==> src/common/opd_consts.svh <==
`ifndef OPD_CONSTS_SVH
`define OPD_CONSTS_SVH

// Register byte addresses (page 0)
`define OPD_A_PAGE    8'h00
`define OPD_A_SWRST   8'h04
`define OPD_A_OUTCFG  8'h08
`define OPD_A_PWR     8'h0C
`define OPD_A_DELAY   8'h10
`define OPD_A_PDCFG   8'h14
`define OPD_A_LVL01   8'h18
`define OPD_A_LVL23   8'h1C
`define OPD_A_SCCTL   8'h20
`define OPD_A_SCSTAT  8'h24
`define OPD_A_HSTYPE  8'h28
`define OPD_A_GPCFG   8'h2C
`define OPD_A_GPRT    8'h30
`define OPD_A_ISTAT   8'h34
`define OPD_A_IMASK   8'h38
`define OPD_A_GPIN    8'h3C

// Reset values
`define OPD_RST_BYTE  8'h00
`define OPD_RST_PDCFG 8'h04
`define OPD_RST_SCCTL 8'h01

// Field positions
`define OPD_PAGE_BIT   0
`define OPD_SWRST_BIT  7
`define OPD_SOFT_BIT   2
`define OPD_LIMIT_BIT  0
`define OPD_AUTO_BIT   1
`define OPD_TRAIN_BIT0 6

// Level codes and attenuation
`define OPD_GAIN_MAX    4'h9
`define OPD_ATTEN_START 6'h3F
`define OPD_ATTEN_ZERO  6'h00

// Timing, in ns
`define OPD_CLK_NS    40
`define OPD_MS_NS     1000000
`define OPD_STEP_NS   500000
`define OPD_PULSE_NS  2000
`define OPD_TRAIN_NS  8000

// Power-up delay choices, in ms
`define OPD_DLY_MS_0  0
`define OPD_DLY_MS_1  10
`define OPD_DLY_MS_2  50
`define OPD_DLY_MS_3  100
`define OPD_DLY_MS_4  500
`define OPD_DLY_MS_5  1000
`define OPD_DLY_MS_6  2000
`define OPD_DLY_MS_7  4000

`endif

==> src/common/opd_pkg.sv <==
package opd_pkg;

  typedef struct packed {
    logic       on;
    logic       ready;
    logic [1:0] pd_mode;
    logic [5:0] atten;
    logic [3:0] gain;
  } opd_drv_ctl_t;

  typedef struct packed {
    logic agc;
    logic short_ckt;
    logic button;
    logic jack;
  } opd_evt_t;

  typedef enum logic [1:0] {
    OPD_PD_TRISTATE,
    OPD_PD_VCM_WEAK,
    OPD_PD_HALF_SUPPLY,
    OPD_PD_RSVD
  } opd_pd_mode_t;

  typedef enum logic [1:0] {
    OPD_GP_INPUT,
    OPD_GP_OUTPUT,
    OPD_GP_CLOCK,
    OPD_GP_IRQ
  } opd_gp_mode_t;

  typedef enum {
    OPD_CH_OFF,
    OPD_CH_DELAY,
    OPD_CH_STEP,
    OPD_CH_ON
  } opd_ch_state_t;

endpackage

==> src/rtl/opd_drv_chan.sv <==
`timescale 1ns/1ps
`default_nettype none
`include "opd_consts.svh"

module opd_drv_chan
  import opd_pkg::*;
#(
  parameter int unsigned MS_CYCLES   = 25000,
  parameter int unsigned STEP_CYCLES = 12500
) (
  input  wire logic        hclk,
  input  wire logic        hresetn,
  input  wire logic        en,
  input  wire logic [2:0]  delay_sel,
  input  wire logic [1:0]  pd_mode,
  input  wire logic        soft_en,
  input  wire logic [3:0]  gain,
  input  wire logic        short_det,
  input  wire logic        auto_off,
  output opd_drv_ctl_t     ctl,
  output logic             tripped
);

  opd_ch_state_t state_q;
  logic [31:0]   cnt_q;
  logic [5:0]    atten_q;
  logic          run;
  logic [31:0]   dly_cycles;

  always_comb begin
    case (delay_sel)
      3'h0:    dly_cycles = 32'(`OPD_DLY_MS_0 * MS_CYCLES);
      3'h1:    dly_cycles = 32'(`OPD_DLY_MS_1 * MS_CYCLES);
      3'h2:    dly_cycles = 32'(`OPD_DLY_MS_2 * MS_CYCLES);
      3'h3:    dly_cycles = 32'(`OPD_DLY_MS_3 * MS_CYCLES);
      3'h4:    dly_cycles = 32'(`OPD_DLY_MS_4 * MS_CYCLES);
      3'h5:    dly_cycles = 32'(`OPD_DLY_MS_5 * MS_CYCLES);
      3'h6:    dly_cycles = 32'(`OPD_DLY_MS_6 * MS_CYCLES);
      default: dly_cycles = 32'(`OPD_DLY_MS_7 * MS_CYCLES);
    endcase
  end

  assign run = en & ~tripped;

  // Latched shutdown holds until software removes the power enable
  always_ff @(posedge hclk or negedge hresetn) begin
    if (!hresetn) begin
      tripped <= 1'b0;
    end else if (!en) begin
      tripped <= 1'b0;
    end else if (auto_off && short_det && state_q != OPD_CH_OFF) begin
      tripped <= 1'b1;
    end
  end

  always_ff @(posedge hclk or negedge hresetn) begin
    if (!hresetn) begin
      state_q <= OPD_CH_OFF;
      cnt_q   <= '0;
      atten_q <= `OPD_ATTEN_START;
    end else begin
      case (state_q)
        OPD_CH_OFF: begin
          atten_q <= `OPD_ATTEN_START;
          if (run) begin
            cnt_q   <= dly_cycles;
            state_q <= OPD_CH_DELAY;
          end
        end
        OPD_CH_DELAY: begin
          if (!run) begin
            state_q <= OPD_CH_OFF;
          end else if (cnt_q == '0) begin
            atten_q <= soft_en ? `OPD_ATTEN_START : `OPD_ATTEN_ZERO;
            cnt_q   <= 32'(STEP_CYCLES);
            state_q <= OPD_CH_STEP;
          end else begin
            cnt_q <= cnt_q - 32'h1;
          end
        end
        OPD_CH_STEP: begin
          if (!run) begin
            state_q <= OPD_CH_OFF;
          end else if (atten_q == `OPD_ATTEN_ZERO) begin
            state_q <= OPD_CH_ON;
          end else if (cnt_q == '0) begin
            atten_q <= atten_q - 6'h1;
            cnt_q   <= 32'(STEP_CYCLES);
          end else begin
            cnt_q <= cnt_q - 32'h1;
          end
        end
        default: begin
          if (!run) begin
            state_q <= OPD_CH_OFF;
          end
        end
      endcase
    end
  end

  always_ff @(posedge hclk or negedge hresetn) begin
    if (!hresetn) begin
      ctl <= '{on: 1'b0, ready: 1'b0, pd_mode: 2'h0, atten: `OPD_ATTEN_START, gain: 4'h0};
    end else begin
      ctl.on      <= (state_q != OPD_CH_OFF) && run;
      ctl.ready   <= (state_q == OPD_CH_ON) && run;
      ctl.pd_mode <= (pd_mode == OPD_PD_RSVD) ? OPD_PD_TRISTATE : pd_mode;
      ctl.atten   <= atten_q;
      ctl.gain    <= (gain > `OPD_GAIN_MAX) ? `OPD_GAIN_MAX : gain;
    end
  end

endmodule

`default_nettype wire

==> src/rtl/opd_gpio_pin.sv <==
`timescale 1ns/1ps
`default_nettype none
`include "opd_consts.svh"

module opd_gpio_pin
  import opd_pkg::*;
(
  input  wire logic        hclk,
  input  wire logic        hresetn,
  input  wire logic [1:0]  mode,
  input  wire logic        out_level,
  input  wire logic        train_en,
  input  wire logic        irq_src,
  input  wire logic        clk_div,
  output logic             pin_out,
  output logic             pin_oe
);

  localparam int unsigned PULSE_CYC = (`OPD_PULSE_NS + `OPD_CLK_NS - 1) / `OPD_CLK_NS;
  localparam int unsigned TRAIN_CYC = (`OPD_TRAIN_NS + `OPD_CLK_NS - 1) / `OPD_CLK_NS;

  logic        src_d1_q;
  logic [15:0] pcnt_q;
  logic [15:0] phase_q;
  logic        irq_wave;

  // One pulse per new interrupt, or a train while the cause stays latched
  always_ff @(posedge hclk or negedge hresetn) begin
    if (!hresetn) begin
      src_d1_q <= 1'b0;
      pcnt_q   <= '0;
      phase_q  <= '0;
    end else begin
      src_d1_q <= irq_src;
      if (irq_src && !src_d1_q) begin
        pcnt_q <= 16'(PULSE_CYC);
      end else if (pcnt_q != '0) begin
        pcnt_q <= pcnt_q - 16'h1;
      end
      if (!irq_src || !train_en || phase_q == 16'(TRAIN_CYC - 1)) begin
        phase_q <= '0;
      end else begin
        phase_q <= phase_q + 16'h1;
      end
    end
  end

  assign irq_wave = train_en ? (irq_src && phase_q < 16'(PULSE_CYC)) : (pcnt_q != '0);

  always_ff @(posedge hclk or negedge hresetn) begin
    if (!hresetn) begin
      pin_out <= 1'b0;
      pin_oe  <= 1'b0;
    end else begin
      case (mode)
        OPD_GP_INPUT: begin
          pin_out <= 1'b0;
          pin_oe  <= 1'b0;
        end
        OPD_GP_OUTPUT: begin
          pin_out <= out_level;
          pin_oe  <= 1'b1;
        end
        OPD_GP_CLOCK: begin
          pin_out <= clk_div;
          pin_oe  <= 1'b1;
        end
        default: begin
          pin_out <= irq_wave;
          pin_oe  <= 1'b1;
        end
      endcase
    end
  end

endmodule

`default_nettype wire

==> src/rtl/opd_top.sv <==
// Register access over AHB-Lite was decided locally.
`timescale 1ns/1ps
`default_nettype none
`include "opd_consts.svh"

module opd_top
  import opd_pkg::*;
#(
  parameter int unsigned N_DRV       = 4,
  parameter int unsigned N_GPIO      = 2,
  parameter int unsigned MS_CYCLES   = `OPD_MS_NS / `OPD_CLK_NS,
  parameter int unsigned STEP_CYCLES = `OPD_STEP_NS / `OPD_CLK_NS
) (
  input  wire logic               hclk,
  input  wire logic               hresetn,
  input  wire logic               hsel,
  input  wire logic [31:0]        haddr,
  input  wire logic [1:0]         htrans,
  input  wire logic               hwrite,
  input  wire logic [2:0]         hsize,
  input  wire logic [31:0]        hwdata,
  input  wire logic               hready,
  output logic                    hreadyout,
  output logic                    hresp,
  output logic [31:0]             hrdata,
  output opd_drv_ctl_t [N_DRV-1:0] drv_ctl,
  output logic [7:0]              output_config,
  output logic                    active_page,
  input  wire logic [N_DRV-1:0]   short_det,
  input  wire logic               jack_present,
  input  wire logic [1:0]         headset_type,
  input  wire logic               button_press,
  input  wire logic               agc_noise,
  input  wire logic [N_GPIO-1:0]  gpio_in,
  output logic [N_GPIO-1:0]       gpio_out,
  output logic [N_GPIO-1:0]       gpio_oe,
  output logic                    irq
);

  logic       ph_valid_q;
  logic       ph_write_q;
  logic [7:0] ph_addr_q;
  logic       rd_pend_q;
  logic       sw_rst_q;
  logic       wr_en;
  logic       wr_p0;
  logic [7:0] wd;
  logic [7:0] rd_data;
  logic       rd_istat;

  logic [7:0] outcfg_q;
  logic [7:0] pwr_q;
  logic [7:0] delay_q;
  logic [7:0] pdcfg_q;
  logic [7:0] lvl01_q;
  logic [7:0] lvl23_q;
  logic [7:0] scctl_q;
  logic [7:0] gpcfg_q;
  logic [7:0] gprt_q;
  logic [7:0] imask_q;
  logic [3:0] istat_q;
  logic [7:0] hstype_q;
  logic [N_GPIO-1:0] gpin_q;

  opd_evt_t          evt;
  opd_evt_t          prev_q;
  logic [N_DRV-1:0]  short_d1_q;
  logic [N_DRV-1:0]  tripped;
  logic [N_DRV-1:0]  prot_active;
  logic [15:0]       lvl_all;
  logic              clk_div_q;
  logic              seen_q;

  // Bus address phase and one wait state on reads
  always_ff @(posedge hclk or negedge hresetn) begin
    if (!hresetn) begin
      ph_valid_q <= 1'b0;
      ph_write_q <= 1'b0;
      ph_addr_q  <= 8'h00;
      rd_pend_q  <= 1'b0;
      hreadyout  <= 1'b1;
      hresp      <= 1'b0;
      hrdata     <= 32'h0000_0000;
    end else begin
      hresp <= 1'b0;
      if (hready && hsel && htrans[1]) begin
        ph_valid_q <= hwrite;
        ph_write_q <= hwrite;
        ph_addr_q  <= haddr[7:0];
        rd_pend_q  <= !hwrite;
        hreadyout  <= hwrite;
      end else begin
        ph_valid_q <= 1'b0;
        rd_pend_q  <= 1'b0;
        if (rd_pend_q) begin
          hrdata    <= {24'h00_0000, rd_data};
          hreadyout <= 1'b1;
        end
      end
    end
  end

  assign wr_en    = ph_valid_q && ph_write_q;
  assign wr_p0    = wr_en && !active_page;
  assign wd       = hwdata[7:0];
  assign rd_istat = rd_pend_q && !active_page && ph_addr_q == `OPD_A_ISTAT;

  // Page bit; page 1 holds nothing here, so its accesses read zero except the page register itself
  always_ff @(posedge hclk or negedge hresetn) begin
    if (!hresetn) begin
      active_page <= 1'b0;
    end else if (sw_rst_q) begin
      active_page <= 1'b0;
    end else if (wr_en && ph_addr_q == `OPD_A_PAGE) begin
      active_page <= wd[`OPD_PAGE_BIT];
    end
  end

  always_ff @(posedge hclk or negedge hresetn) begin
    if (!hresetn) begin
      sw_rst_q <= 1'b0;
    end else begin
      sw_rst_q <= wr_p0 && ph_addr_q == `OPD_A_SWRST && wd[`OPD_SWRST_BIT];
    end
  end

  // Configuration registers
  always_ff @(posedge hclk or negedge hresetn) begin
    if (!hresetn) begin
      outcfg_q <= `OPD_RST_BYTE;
      pwr_q    <= `OPD_RST_BYTE;
      delay_q  <= `OPD_RST_BYTE;
      pdcfg_q  <= `OPD_RST_PDCFG;
      lvl01_q  <= `OPD_RST_BYTE;
      lvl23_q  <= `OPD_RST_BYTE;
      scctl_q  <= `OPD_RST_SCCTL;
      gpcfg_q  <= `OPD_RST_BYTE;
      gprt_q   <= `OPD_RST_BYTE;
      imask_q  <= `OPD_RST_BYTE;
    end else if (sw_rst_q) begin
      outcfg_q <= `OPD_RST_BYTE;
      pwr_q    <= `OPD_RST_BYTE;
      delay_q  <= `OPD_RST_BYTE;
      pdcfg_q  <= `OPD_RST_PDCFG;
      lvl01_q  <= `OPD_RST_BYTE;
      lvl23_q  <= `OPD_RST_BYTE;
      scctl_q  <= `OPD_RST_SCCTL;
      gpcfg_q  <= `OPD_RST_BYTE;
      gprt_q   <= `OPD_RST_BYTE;
      imask_q  <= `OPD_RST_BYTE;
    end else if (wr_p0) begin
      if (ph_addr_q == `OPD_A_OUTCFG) begin
        outcfg_q <= wd;
      end else if (ph_addr_q == `OPD_A_PWR) begin
        pwr_q <= wd;
      end else if (ph_addr_q == `OPD_A_DELAY) begin
        delay_q <= wd;
      end else if (ph_addr_q == `OPD_A_PDCFG) begin
        pdcfg_q <= wd;
      end else if (ph_addr_q == `OPD_A_LVL01) begin
        lvl01_q <= wd;
      end else if (ph_addr_q == `OPD_A_LVL23) begin
        lvl23_q <= wd;
      end else if (ph_addr_q == `OPD_A_SCCTL) begin
        scctl_q <= wd;
      end else if (ph_addr_q == `OPD_A_GPCFG) begin
        gpcfg_q <= wd;
      end else if (ph_addr_q == `OPD_A_GPRT) begin
        gprt_q <= wd;
      end else if (ph_addr_q == `OPD_A_IMASK) begin
        imask_q <= wd;
      end
    end
  end

  // Input sampling and event history
  always_ff @(posedge hclk or negedge hresetn) begin
    if (!hresetn) begin
      prev_q     <= '0;
      short_d1_q <= '0;
      hstype_q   <= 8'h00;
      gpin_q     <= '0;
    end else begin
      prev_q     <= '{agc: agc_noise, short_ckt: 1'b0, button: button_press, jack: jack_present};
      short_d1_q <= short_det;
      hstype_q   <= {5'h00, jack_present, headset_type};
      gpin_q     <= gpio_in;
    end
  end

  // Divided clock offered to the pins in clock mode
  always_ff @(posedge hclk or negedge hresetn) begin
    if (!hresetn) begin
      clk_div_q <= 1'b0;
    end else begin
      clk_div_q <= !clk_div_q;
    end
  end

  // History is valid only after one sample; a plug present at reset is no event
  always_ff @(posedge hclk or negedge hresetn) begin
    if (!hresetn) begin
      seen_q <= 1'b0;
    end else begin
      seen_q <= 1'b1;
    end
  end

  assign prot_active   = short_det & {N_DRV{scctl_q[`OPD_LIMIT_BIT]}};
  assign evt.jack      = seen_q && (jack_present ^ prev_q.jack);
  assign evt.button    = button_press && !prev_q.button;
  assign evt.short_ckt = |(short_det & ~short_d1_q);
  assign evt.agc       = agc_noise && !prev_q.agc;

  // Sticky causes: an event in the clearing cycle survives
  always_ff @(posedge hclk or negedge hresetn) begin
    if (!hresetn) begin
      istat_q <= 4'h0;
    end else if (sw_rst_q) begin
      istat_q <= 4'h0;
    end else if (rd_istat) begin
      istat_q <= evt;
    end else if (wr_p0 && ph_addr_q == `OPD_A_ISTAT) begin
      istat_q <= (istat_q & ~wd[3:0]) | evt;
    end else begin
      istat_q <= istat_q | evt;
    end
  end

  // Level interrupt; the mask hides a cause without clearing it
  always_ff @(posedge hclk or negedge hresetn) begin
    if (!hresetn) begin
      irq <= 1'b0;
    end else begin
      irq <= |(istat_q & imask_q[3:0]);
    end
  end

  always_ff @(posedge hclk or negedge hresetn) begin
    if (!hresetn) begin
      output_config <= 8'h00;
    end else begin
      output_config <= outcfg_q;
    end
  end

  always_comb begin
    rd_data = 8'h00;
    if (ph_addr_q == `OPD_A_PAGE) begin
      rd_data = {7'h00, active_page};
    end else if (active_page) begin
      rd_data = 8'h00;
    end else if (ph_addr_q == `OPD_A_OUTCFG) begin
      rd_data = outcfg_q;
    end else if (ph_addr_q == `OPD_A_PWR) begin
      rd_data = pwr_q;
    end else if (ph_addr_q == `OPD_A_DELAY) begin
      rd_data = delay_q;
    end else if (ph_addr_q == `OPD_A_PDCFG) begin
      rd_data = pdcfg_q;
    end else if (ph_addr_q == `OPD_A_LVL01) begin
      rd_data = lvl01_q;
    end else if (ph_addr_q == `OPD_A_LVL23) begin
      rd_data = lvl23_q;
    end else if (ph_addr_q == `OPD_A_SCCTL) begin
      rd_data = scctl_q;
    end else if (ph_addr_q == `OPD_A_SCSTAT) begin
      rd_data = {tripped, prot_active};
    end else if (ph_addr_q == `OPD_A_HSTYPE) begin
      rd_data = hstype_q;
    end else if (ph_addr_q == `OPD_A_GPCFG) begin
      rd_data = gpcfg_q;
    end else if (ph_addr_q == `OPD_A_GPRT) begin
      rd_data = gprt_q;
    end else if (ph_addr_q == `OPD_A_ISTAT) begin
      rd_data = {4'h0, istat_q};
    end else if (ph_addr_q == `OPD_A_IMASK) begin
      rd_data = imask_q;
    end else if (ph_addr_q == `OPD_A_GPIN) begin
      rd_data = 8'(gpin_q);
    end
  end

  assign lvl_all = {lvl23_q, lvl01_q};

  genvar gi;
  generate
    for (gi = 0; gi < N_DRV; gi++) begin : g_drv
      opd_drv_chan #(
        .MS_CYCLES   (MS_CYCLES),
        .STEP_CYCLES (STEP_CYCLES)
      ) u_chan (
        .hclk      (hclk),
        .hresetn   (hresetn),
        .en        (pwr_q[gi]),
        .delay_sel (delay_q[2:0]),
        .pd_mode   (pdcfg_q[1:0]),
        .soft_en   (pdcfg_q[`OPD_SOFT_BIT]),
        .gain      (lvl_all[gi*4 +: 4]),
        .short_det (short_det[gi]),
        .auto_off  (scctl_q[`OPD_AUTO_BIT]),
        .ctl       (drv_ctl[gi]),
        .tripped   (tripped[gi])
      );
    end
    for (gi = 0; gi < N_GPIO; gi++) begin : g_gpio
      opd_gpio_pin u_pin (
        .hclk      (hclk),
        .hresetn   (hresetn),
        .mode      (gpcfg_q[gi*2 +: 2]),
        .out_level (gpcfg_q[4 + gi]),
        .train_en  (gpcfg_q[`OPD_TRAIN_BIT0 + gi]),
        .irq_src   (|(istat_q & gprt_q[gi*4 +: 4])),
        .clk_div   (clk_div_q),
        .pin_out   (gpio_out[gi]),
        .pin_oe    (gpio_oe[gi])
      );
    end
  endgenerate

endmodule

`default_nettype wire

==> config.mk <==
export PLATFORM = sky130hd
export DESIGN_NAME = opd_top
export DESIGN_NICKNAME = d
export VERILOG_FILES = /design/src/common/opd_pkg.sv /design/src/rtl/opd_drv_chan.sv /design/src/rtl/opd_gpio_pin.sv /design/src/rtl/opd_top.sv
export VERILOG_INCLUDE_DIRS = /design/src /design/src/common
export SDC_FILE = /design/constraint.sdc
export NUM_CORES = 1
export LEC_CHECK = 0
export ABC_AREA = 0
export BUFFER_PORTS_ARGS = -buffer_cell sky130_fd_sc_hd__buf_4
export CAP_MARGIN = 10
export CORE_ASPECT_RATIO = 1.75
export CORE_MARGIN = 2
export CORE_UTILIZATION = 55
export DETAILED_ROUTE_END_ITERATION = 10
export GPL_ROUTABILITY_DRIVEN = 0
export PLACE_DENSITY_LB_ADDON = 0.1
export SYNTH_ARGS = -nofsm -noshare
export SYNTH_HDL_FRONTEND = slang
export SYNTH_SLANG_ARGS = --single-unit
==> constraint.sdc <==
create_clock -name hclk -period 7.05 [get_ports hclk]
set_input_delay 0.3525 -clock hclk [delete_from_list [all_inputs] [get_ports hclk]]
set_output_delay 0.3525 -clock hclk [all_outputs]
set_load 0.05 [all_outputs]
==> results_dict.tcl, run 1 <==
set metrics [dict create \
    outcome "finished, final reports clean" \
    hold_viol_final 0 \
    endpoint_kind "flop" \
    layout-drive-gt1-share 0.1233 \
    max-slew-margin-rel 0.2063 \
    worst_slew_pin_slew_ns 1.191 \
    arrival_ns 3.81 \
    port_buffers 111 \
    clkPwrFrac 0.240 \
    area_growth_pct 11.89 \
    path_clk_slew_ns 0.06 \
    drtIter0Drc 1500 \
    path_cells "nor4_1 -> nand4_1 -> nor3_1 -> nor2_1 -> nor2_1 -> o22ai_1" \
    cts_tree "built" \
    clk_latency_ns 0.56 \
    crit_fanout 10 \
    cts_root_buf "clkbuf_16" \
    period_minus_slack_ns 3.403 \
    synth-seq-cells 412 \
    rsz0062_at_grt "no" \
    powerDensity_nw_per_um2 398.8 \
    ios 189 \
    cp_num_buf_inv 0 \
    numCtsBuffers 41 \
    async_flop_share 1.000 \
    nFillCells 3362 \
    drc_errors 0 \
    synth.most_common_cell "dfrtp_1" \
    final_util 0.6220 \
    critPathSlowestCell "nor4_1" \
    die_h_um 267.2 \
    grt_pass1_vias 18607 \
    htreeDepth 2 \
    grt_pass1_wl_mm 96.79 \
    syn_inst 2407 \
    p_switching_uw 3975 \
    rows 96 \
    cpPeakStageDelay_ns 0.89 \
    ys_seq_area_frac 0.4766 \
    ctsLongestPathBuffers 3 \
    min_path_type "input pin to flop" \
    ctsResizeCount 0 \
    core_um2 39160 \
    die-area_um2 41250 \
    setup_tns_ns 0 \
    max_cap_viol_count 0 \
    synth-main-ff-cell "dfrtp_1" \
    cts_sinks 412 \
    setup_violations 0 \
    first_pass_iters 6 \
    antenna_left 0 \
    grt_max_degree 167 \
    viasPerCell 6.381 \
    start_kind "flop" \
    required_ns 7.46 \
    synth_warnings 0 \
    drv_slew 0 \
    max_freq_mhz 293.9 \
    die_w_um 154.4 \
    synth-edff-count 0 \
    grt.overflow.total 0 \
    intPower_uw 5738 \
    crit_family "simple AND/OR/NAND/NOR gates" \
    synth_area_leaders "dfrtp_1 42%, dfstp_2 6.2%, o21ai_0 4.8%" \
    p_leak_uw 0.01031 \
    irDropWorstVdd_uv 258.9 \
    avgRoutedWirePerCell_um 20.41 \
    syn_area_per_cell_um2 9.043 \
    synth_cell_types 84 \
    clock_skew_ns 0.01527 \
    synth_common_cells "361 x dfrtp_1, 248 x nand2_1, 242 x nor2_1" \
    grt_use_total 0.2915 \
    yosysTopAreaCell "dfrtp_1" \
    swShare 0.4093 \
    cpMostUsedCell "nor2_1" \
    fin_crit_sh 0.4827 \
    critical_path_class "flop to flop" \
    post-dp-hpwl_mm 42.02 \
    initial_utilization 0.5559 \
    pwr-share-seq 0.371 \
    synth_top_area_frac 0.4150 \
    antenna_found_initial 0 \
    synthesis.area_um2 21770 \
    drt-total-wl_mm 60.83 \
    r2r_slack_ns 3.65 \
    antenna_cells 0 \
    num_vias 19016 \
    layout.nets 2585 \
    combPwrFrac 0.389 \
]
==> final cells by class <==
class / count / area [um2] / share of cell area
tap: 490 / 613.1 / 0.02517
timing repair buffer: 150 / 1181 / 0.04849
inverter: 74 / 277.8 / 0.01140
sequential: 412 / 10380 / 0.4260
multi-input combinational: 1781 / 10490 / 0.4307
clock inverter: 13 / 178.9 / 0.007346
clock buffer: 60 / 1239 / 0.05086
==> registers in the layout, summed over array words and instances (netlist names), 3 cells and up <==
| signal | flops |
|---|---|
| short_d1_q | 4 |
| g_drv.u_chan.state_q | 8 |
| delay_q | 8 |
| g_drv.u_chan.atten_q | 24 |
| g_gpio.u_pin.phase_q | 32 |
| hrdata | 8 |
| pwr_q | 8 |
| gprt_q | 8 |
| g_gpio.u_pin.pcnt_q | 32 |
| g_drv.u_chan.tripped | 4 |
| imask_q | 8 |
| ph_addr_q | 8 |
| g_drv.u_chan.cnt_q | 128 |
| lvl01_q | 8 |
| scctl_q | 8 |
| prev_q | 3 |
| lvl23_q | 8 |
| gpcfg_q | 8 |
| pdcfg_q | 8 |
| outcfg_q | 8 |
| g_drv.u_chan.ctl | 50 |
| output_config | 8 |
| istat_q | 4 |
==> placed cells by master, fill, tap and decap left out, types with 15 or more instances in the layout <==
cell type	count
mux2i_1	38
nor2b_1	21
buf_4	134
clkbuf_16	42
nand2b_1	23
o21ai_0	209
xor2_1	27
nand3_1	108
inv_1	73
dfstp_2	51
and3_1	15
conb_1	26
dfrtp_1	360
nand4_1	26
o32ai_1	16
a22oi_1	16
a31oi_1	28
nor3_1	95
or4_1	19
nand2_1	248
nor2_1	242
a21oi_1	177
o22ai_1	39
a22o_1	38
nor4_1	46
ha_1	40
or3_1	26
mux2_2	15
xnor2_1	22
==> path summary, 6_finish.rpt <==
path,end,cells after the start,from
worst max-delay path,g_drv[1].u_chan.cnt_q[30]$_DFFE_PN0P_,6,g_drv[1].u_chan.cnt_q[6]$_DFFE_PN0P_
worst min-delay path,ph_addr_q[5]$_DFFE_PN0P_,2,haddr[5]
worst max register to register,g_drv[1].u_chan.cnt_q[30]$_DFFE_PN0P_,6,g_drv[1].u_chan.cnt_q[6]$_DFFE_PN0P_
worst min register to register,g_drv[2].u_chan.ctl[4]$_DFF_PN1_,0,g_drv[2].u_chan.atten_q[0]$_DFFE_PN1P_
max in group asynchronous,ph_addr_q[4]$_DFFE_PN0P_,3,hresetn
min in group asynchronous,g_drv[3].u_chan.ctl[12]$_DFF_PN0_,2,hresetn
==> worst reg2reg max path: cells and delay by family, from the launching register on <==
kind             cells  cell delay [ns]
AND/OR/NAND/NOR      5             2.70
flip-flops           1             0.43
AO/OA/AOI/OAI        1             0.14
==> routing by layer <==
layer  up-vias  global-route usage  share of wire
li1       8767                   -              -
met5         -                   0              0
met3       241             0.03301          0.049
met4         0              0.1862          0.071
met1      9329              0.3342           0.37
met2       679              0.5169           0.51
==> kinds of logic after synthesis <==
family / synth area share
multiplexers: 0.03041
AND/OR/NAND/NOR: 0.2045
adder cells (fa/ha/maj): 0.02299
AO/OA/AOI/OAI: 0.1971
buffers and inverters: 0.04834
other: 0.0003450
flip-flops: 0.4766
XOR/XNOR: 0.01972
==> stage by stage <==
| stage | hold slack [ns] | power [uW] | setup slack [ns] | cell area [um2] | std cells |
|---|---|---|---|---|---|
| detailed placement | 0.3660 | 7354 | 3.733 | 22800 | 2893 |
| floorplan | 0.05691 | 6363 | 4.445 | 21860 | 2431 |
| CTS | 0.009179 | 9705 | 3.719 | 24360 | 2980 |
| global placement | 0.3648 | 7198 | 3.802 | 22800 | 2893 |
| global route | 0.02316 | 10320 | 3.263 | 24360 | 2980 |
| finish | 0.02431 | 9713 | 3.647 | 24360 | 2980 |
==> power groups by stage <==
stage	combinational (uW)	clock [uW]	sequential (uW)
finish	3780	2330	3610
global route	4180	2450	3690
CTS	3750	2360	3590
detailed placement	3730	0	3620
global placement	3610	0	3590
floorplan	2670	0	3690
==> repair_timing <==
| action | CTS | global route |
|---|---|---|
| endpoints found under the hold margin | 93 | 0 |
| hold buffers | 14 | 0 |
| buffers inserted | 0 | 0 |
Power figures use the tool's default switching activity.
==> run 2: changes to the inputs <==
--- a/config.mk
+++ b/config.mk
@@ -6,7 +6,7 @@
 export SDC_FILE = /design/constraint.sdc
 export NUM_CORES = 1
 export LEC_CHECK = 0
-export ABC_AREA = 0
+export ABC_AREA = 1
 export BUFFER_PORTS_ARGS = -buffer_cell sky130_fd_sc_hd__buf_4
 export CAP_MARGIN = 10
 export CORE_ASPECT_RATIO = 1.75
==> constraint.sdc (replaced) <==
create_clock -name hclk -period 2.8 [get_ports hclk]
set_input_delay 0.14 -clock hclk [delete_from_list [all_inputs] [get_ports hclk]]
set_output_delay 0.14 -clock hclk [all_outputs]
set_load 0.05 [all_outputs]
==> run 2 against run 1 <==
- combinational power rose to 3.0 times the previous value
- sequential share of layout area down 0.86 points
- sequential power rose to 2.6 times the previous value
- routed wire length is 5.6% lower
- cell area is 2.1% higher
- synthesized cell count rose by 13%
- largest cell class is now sequential cells
- clock power increased by 140%
- hold slack improved by 0.027 ns
==> results_dict.tcl, run 2 <==
set metrics [dict create \
    outcome "finished, final reports clean" \
    post-dp-hpwl_mm 42.72 \
    drt-total-wl_mm 57.42 \
    ys_seq_area_frac 0.4770 \
    htreeDepth 2 \
    layout_common_cells "433 x nand2_1, 363 x inv_1, 361 x dfrtp_1, 346 x nor2_1, 255 x o21ai_0" \
    grt_pass1_wl_mm 93.20 \
    viasPerCell 5.595 \
    synthesis.area_um2 21750 \
    max_flop_register "g_drv.u_chan.cnt_q" \
    period_minus_slack_ns 2.425 \
    path_clk_slew_ns 0.06 \
    clkPwrFrac 0.216 \
    initial_utilization 0.5554 \
    critical_path_class "flop to flop" \
    largest_register_ffs 128 \
    die-area_um2 41210 \
    syn_inst 2724 \
    drv_slew 0 \
    layout.nets 3003 \
    synth_cell_types 61 \
    irDropWorstVdd_uv 572.4 \
    clk_latency_ns 0.55 \
    drc_errors 0 \
    port_buffers 111 \
    postCtsSetupBuffers 0 \
    r2r_cells 10 \
    ctsResizeCount 0 \
    hold_viol_final 0 \
    grt_pass1_vias 18998 \
    swShare 0.4314 \
    fin_crit_sh 0.8661 \
    arrival_ns 2.88 \
    synth_area_leaders "dfrtp_1 42%, nand2_1 7.5%, inv_1 6.3%" \
    dpl.cell_count 3300 \
    num_vias 19019 \
    final_common_cell "nand2_1" \
    endpoint_kind "flop" \
    min_path_cells 4 \
    final_cells 3399 \
    syn_area_per_cell_um2 7.984 \
    cts_sinks 412 \
    grt_max_degree 83 \
    grt.overflow.total 0 \
    core_um2 39160 \
    powerDensity_nw_per_um2 1057 \
    avgRoutedWirePerCell_um 16.89 \
    clock_skew_ns 0.01955 \
    area_growth_pct 14.29 \
    p_leak_uw 0.01202 \
    rsz0062_at_grt "no" \
    yosysTopAreaCell "dfrtp_1" \
    synth-edff-count 0 \
    synth-seq-cells 412 \
    required_ns 3.26 \
    pwr-share-seq 0.351 \
    die_w_um 154.3 \
    first_pass_iters 6 \
    max_cap_viol_count 0 \
    worst_slew_pin_slew_ns 1.082 \
    p_switching_uw 11340 \
    combPwrFrac 0.433 \
    synth_top_area_frac 0.4153 \
    layout-drive-gt1-share 0.1183 \
    nFillCells 3369 \
    min_path_type "input pin to flop" \
    cts_tree "built" \
    numCtsBuffers 40 \
    synth_common_cells "433 x nand2_1, 363 x inv_1, 361 x dfrtp_1" \
    setup_violations 0 \
    reg_top3 "g_drv.u_chan.cnt_q (128), g_drv.u_chan.ctl (50)" \
    rows 96 \
    ctsLongestPathBuffers 3 \
    ios 189 \
    async_flop_share 1.000 \
    antenna_cells 0 \
    max-slew-margin-rel 0.2738 \
    drtIter0Drc 1222 \
    antenna_left 0 \
    grt_use_total 0.2803 \
    setup_tns_ns 0 \
    intPower_uw 14940 \
    start_kind "flop" \
    die_h_um 267.1 \
    final_util 0.6348 \
    cts_root_buf "clkbuf_16" \
    max_freq_mhz 412.3 \
    ctsHoldBuffers 26 \
    synth-main-ff-cell "dfrtp_1" \
    synth.most_common_cell "nand2_1" \
    synth_warnings 0 \
    antenna_found_initial 0 \
    crit_fanout 42 \
]
==> run 2: cell types whose count changed in the layout (fill, tap and decap cells not counted), moves of 43 or more <==
cell,before,now
inv_1,73,363
nand2_1,248,433
nor2_1,242,346
o21ai_0,209,255
a22oi_1,16,59
nor3_1,95,52
==> run 2: layer usage <==
metal,share of wire,routed length (um),GRT usage,vias to the layer above
li1,-,-,-,9268
met1,0.36,20790,0.2978,9040
met2,0.54,30930,0.5342,526
met3,0.040,2321,0.03172,185
met4,0.059,3383,0.1572,0
met5,0,0,0,-
==> run 2: final timing paths <==
check / from / to / slack (ns)
min reg2reg: g_drv[0].u_chan.atten_q[2]$_DFFE_PN1P_ / g_drv[0].u_chan.ctl[6]$_DFF_PN1_ / 0.36
max reg2reg: g_drv[0].u_chan.state_q[0]$_DFFE_PN0P_ / g_drv[0].u_chan.cnt_q[7]$_DFFE_PN0P_ / 0.37
max: g_drv[0].u_chan.state_q[0]$_DFFE_PN0P_ / g_drv[0].u_chan.cnt_q[7]$_DFFE_PN0P_ / 0.37
min: hsel / rd_pend_q$_DFF_PN0_ / 0.05
min in group asynchronous: hresetn / g_drv[0].u_chan.cnt_q[1]$_DFFE_PN0P_ / 0.20
max in group asynchronous: hresetn / ph_addr_q[5]$_DFFE_PN0P_ / 1.66
==> run 2: logic make-up after synthesis <==
family          after synthesis  share of synthesized area
fa+ha+maj                    40                    0.02301
other cells                   2                  0.0003453
xor+xnor                     42                    0.01691
mux                           2                  0.0009779
compound gates              657                     0.1707
flops                       412                     0.4770
simple gates               1095                     0.2213
buf+inv                     474                    0.08986
==> run 2: area by class of cell <==
| type | instances | area, um2 | share of cell area |
|---|---|---|---|
| Timing Repair Buffer | 184 | 1554 | 0.06252 |
| Inverter | 378 | 1419 | 0.05708 |
| Multi-Input combinational cell | 1862 | 9512 | 0.3826 |
| Clock buffer | 57 | 1175 | 0.04726 |
| Sequential cell | 412 | 10370 | 0.4173 |
| Clock inverter | 16 | 211.5 | 0.008507 |
| Tap cell | 490 | 613.1 | 0.02466 |
==> run 2: through the flow <==
step / cell area, um2 / setup slack (ns) / hold slack (ns) / power, uW
2_1_floorplan: 21840 / 0.8223 / -0.1556 / 17400
3_3_place_gp: 23210 / 0.4243 / 0.2168 / 20210
3_5_place_dp: 23210 / 0.4260 / 0.2167 / 20570
4_1_cts: 24860 / 0.4052 / 0.02742 / 26350
5_1_grt: 24860 / 0.1186 / 0.07922 / 28200
6_report: 24860 / 0.3749 / 0.05102 / 26280
==> run 2: worst max-delay path: stages, from the launching register on <==
cell and delay [ns]:
dfrtp_1 0.41, inv_1 0.10, ha_1 0.27, nor2_1 0.20
inv_1 0.08, a21oi_1 0.22, nand2_1 0.13, buf_12 0.19
inv_1 0.40, o21ai_0 0.16, o21ai_0 0.18
==> run 2: power groups by stage <==
stage	Clock, uW	Sequential [uW]	Combinational, uW
after floorplan	0	9690	7710
after global placement	0	9250	11000
after detailed placement	0	9310	11300
after CTS	5790	9220	11300
after global routing	6010	9450	12700
final	5680	9230	11400
==> run 3: changes to the inputs <==
--- a/config.mk
+++ b/config.mk
@@ -9,9 +9,9 @@
 export ABC_AREA = 1
 export BUFFER_PORTS_ARGS = -buffer_cell sky130_fd_sc_hd__buf_4
 export CAP_MARGIN = 10
-export CORE_ASPECT_RATIO = 1.75
+export CORE_ASPECT_RATIO = 1.25
 export CORE_MARGIN = 2
-export CORE_UTILIZATION = 55
+export CORE_UTILIZATION = 35
 export DETAILED_ROUTE_END_ITERATION = 10
 export GPL_ROUTABILITY_DRIVEN = 0
 export PLACE_DENSITY_LB_ADDON = 0.1
==> run 3 against run 2 <==
- first-iteration DRC count is 11% lower
- cell area up 2.9%
- die area rose by 56%
- total power increased by 3.3%
- clock power is 12% higher
- hold slack worse by 0.015 ns
- count of clock-buffer cells in the layout increased by 14
- global-route usage shrank 8.4 points
- register-to-register slack lost 0.03 ns
- utilization shrank 22 points
- maximum frequency decreased by 1.3%
- non-clock buffer count up 12
- largest power group unchanged
==> results_dict.tcl, run 3 (synthesis results as in run 2) <==
set metrics [dict create \
    path_clk_slew_ns 0.06 \
    num_vias 18752 \
    worst_slew_pin_slew_ns 1.166 \
    drt-total-wl_mm 61.95 \
    grt.busiest_layer "met2" \
    rows 102 \
    drtIter0Drc 1086 \
    layout.nets 3021 \
    irDropWorstVdd_uv 482.0 \
    path_cells "inv_1 -> ha_1 -> nor2_1 -> inv_1 -> a21oi_1 -> nand2_1 -> nor2_1 -> nand2_1 -> o21ai_0" \
    rsz0062_at_grt "no" \
    setup_tns_ns 0 \
    pre_cts_ws_ns 0.3272 \
    endpoint_kind "flop" \
    antenna_cells 0 \
    max_cap_viol_count 0 \
    clock_skew_ns 0.02476 \
    max-slew-margin-rel 0.2177 \
    fin_crit_sh 0.8773 \
    clk_latency_ns 0.59 \
    layout_common_cells "433 x nand2_1, 362 x inv_1, 361 x dfrtp_1, 346 x nor2_1, 255 x o21ai_0" \
    r2r_slack_ns 0.34 \
    numCtsBuffers 46 \
    final_common_cell "nand2_1" \
    grt_max_degree 67 \
    hold_viol_final 0 \
    drv_slew 0 \
    grt_use_total 0.1962 \
    fin_ws_ns 0.3435 \
    viasPerCell 4.981 \
    core_um2 61770 \
    cp_num_buf_inv 2 \
    grt.overflow.total 0 \
    dpl.cell_count 3652 \
    start_kind "flop" \
    powerDensity_nw_per_um2 1061 \
    grt_pass1_wl_mm 100.6 \
    htreeDepth 2 \
    first_pass_iters 5 \
    period_minus_slack_ns 2.457 \
    post-dp-hpwl_mm 45.20 \
    layout-drive-gt1-share 0.1241 \
    crit_family "simple AND/OR/NAND/NOR gates" \
    ios 189 \
    arrival_ns 2.94 \
    final_cells 3765 \
    grt_pass1_vias 18890 \
    ff_latch_area_um2 10370 \
    antenna_left 0 \
    cts_sinks 412 \
    cts_root_buf "clkbuf_16" \
    required_ns 3.28 \
    max_freq_mhz 407.1 \
    outcome "finished, final reports clean" \
    area_growth_pct 17.60 \
    die_h_um 282.7 \
    die-area_um2 64160 \
    min_path_type "input pin to flop" \
    port_buffers 111 \
    cts_tree "built" \
    nFillCells 6352 \
    die_w_um 227.0 \
    reg_top3 "g_drv.u_chan.cnt_q (128), g_drv.u_chan.ctl (50)" \
    critical_path_class "flop to flop" \
    setup_violations 0 \
    largest_register_ffs 128 \
    antenna_found_initial 0 \
    crit_fanout 11 \
    avgRoutedWirePerCell_um 16.45 \
    initial_utilization 0.3521 \
    multi_input_area_um2 9512 \
    critPathSlowestCell "dfrtp_1" \
    max_flop_register "g_drv.u_chan.cnt_q" \
    cpPeakStageDelay_ns 0.41 \
    p_leak_uw 0.01219 \
    use_met2 0.3442 \
    ctsLongestPathBuffers 3 \
    grtUsageMet1 0.2433 \
    drc_errors 0 \
    use_met3 0.02961 \
]
-- run 3: area by class of cell --
class,instances,share of cell area
Clock inverter,14,0.006946
Sequential cell,412,0.4056
Inverter,378,0.05562
Timing Repair Buffer,196,0.06349
Multi-Input combinational cell,1862,0.3719
Clock buffer,71,0.05581
Tap cell,832,0.04070
-- run 3: power breakdown --
part / internal (uW) / switching (uW) / total [uW]
registers: 7830 / 1360 / 9190
logic: 3900 / 7650 / 11600
clock network: 3800 / 2590 / 6390
-- run 3: worst min-delay path, delay by kind of cell --
| family | cells | cell delay, ns |
|---|---|---|
| buf+inv | 2 | 0.27 |
| simple gates | 2 | 0.12 |
| compound gates | 1 | 0.09 |
-- run 3: through the flow --
| step | power, uW | utilization | hold WS, ns | instance area, um2 |
|---|---|---|---|---|
| global placement | 20600 | 0.3835 | 0.1534 | 23690 |
| detailed placement | 20840 | 0.3835 | 0.1601 | 23690 |
| floorplan | 17400 | - | -0.1556 | 21840 |
| finish | 27130 | 0.4141 | 0.03614 | 25580 |
| global route | 29390 | 0.4141 | 0.05178 | 25580 |
| CTS | 27460 | 0.4140 | 0.001099 | 25570 |
-- run 3: worst paths after layout --
check	startpoint	cells past startpoint	endpoint
min in group asynchronous	hresetn	2	g_gpio[0].u_pin.pcnt_q[7]$_DFFE_PN0P_
setup / recovery	g_drv[0].u_chan.state_q[0]$_DFFE_PN0P_	9	g_drv[0].u_chan.cnt_q[30]$_DFFE_PN0P_
max in group asynchronous	hresetn	3	g_drv[1].u_chan.atten_q[3]$_DFFE_PN1P_
setup reg to reg	g_drv[0].u_chan.state_q[0]$_DFFE_PN0P_	9	g_drv[0].u_chan.cnt_q[30]$_DFFE_PN0P_
hold reg to reg	g_drv[0].u_chan.atten_q[0]$_DFFE_PN1P_	0	g_drv[0].u_chan.ctl[4]$_DFF_PN1_
hold / removal	hready	5	hreadyout$_DFFE_PN1P_
-- run 3: metal layers --
layer  vias to the layer above  wire length, um
met3                       108             2277
met1                      8930            26730
met5                         -                0
li1                       9354                -
met4                         0             2158
met2                       360            30790
-- run 3: repair_timing --
| action | 4_1_cts | 5_1_grt |
|---|---|---|
| resized for setup | 0 | 1 |
| hold endpoints to repair | 168 | 0 |
| setup buffers | 0 | 0 |
| setup endpoints to repair | 0 | 1 |
| hold buffers | 28 | 0 |
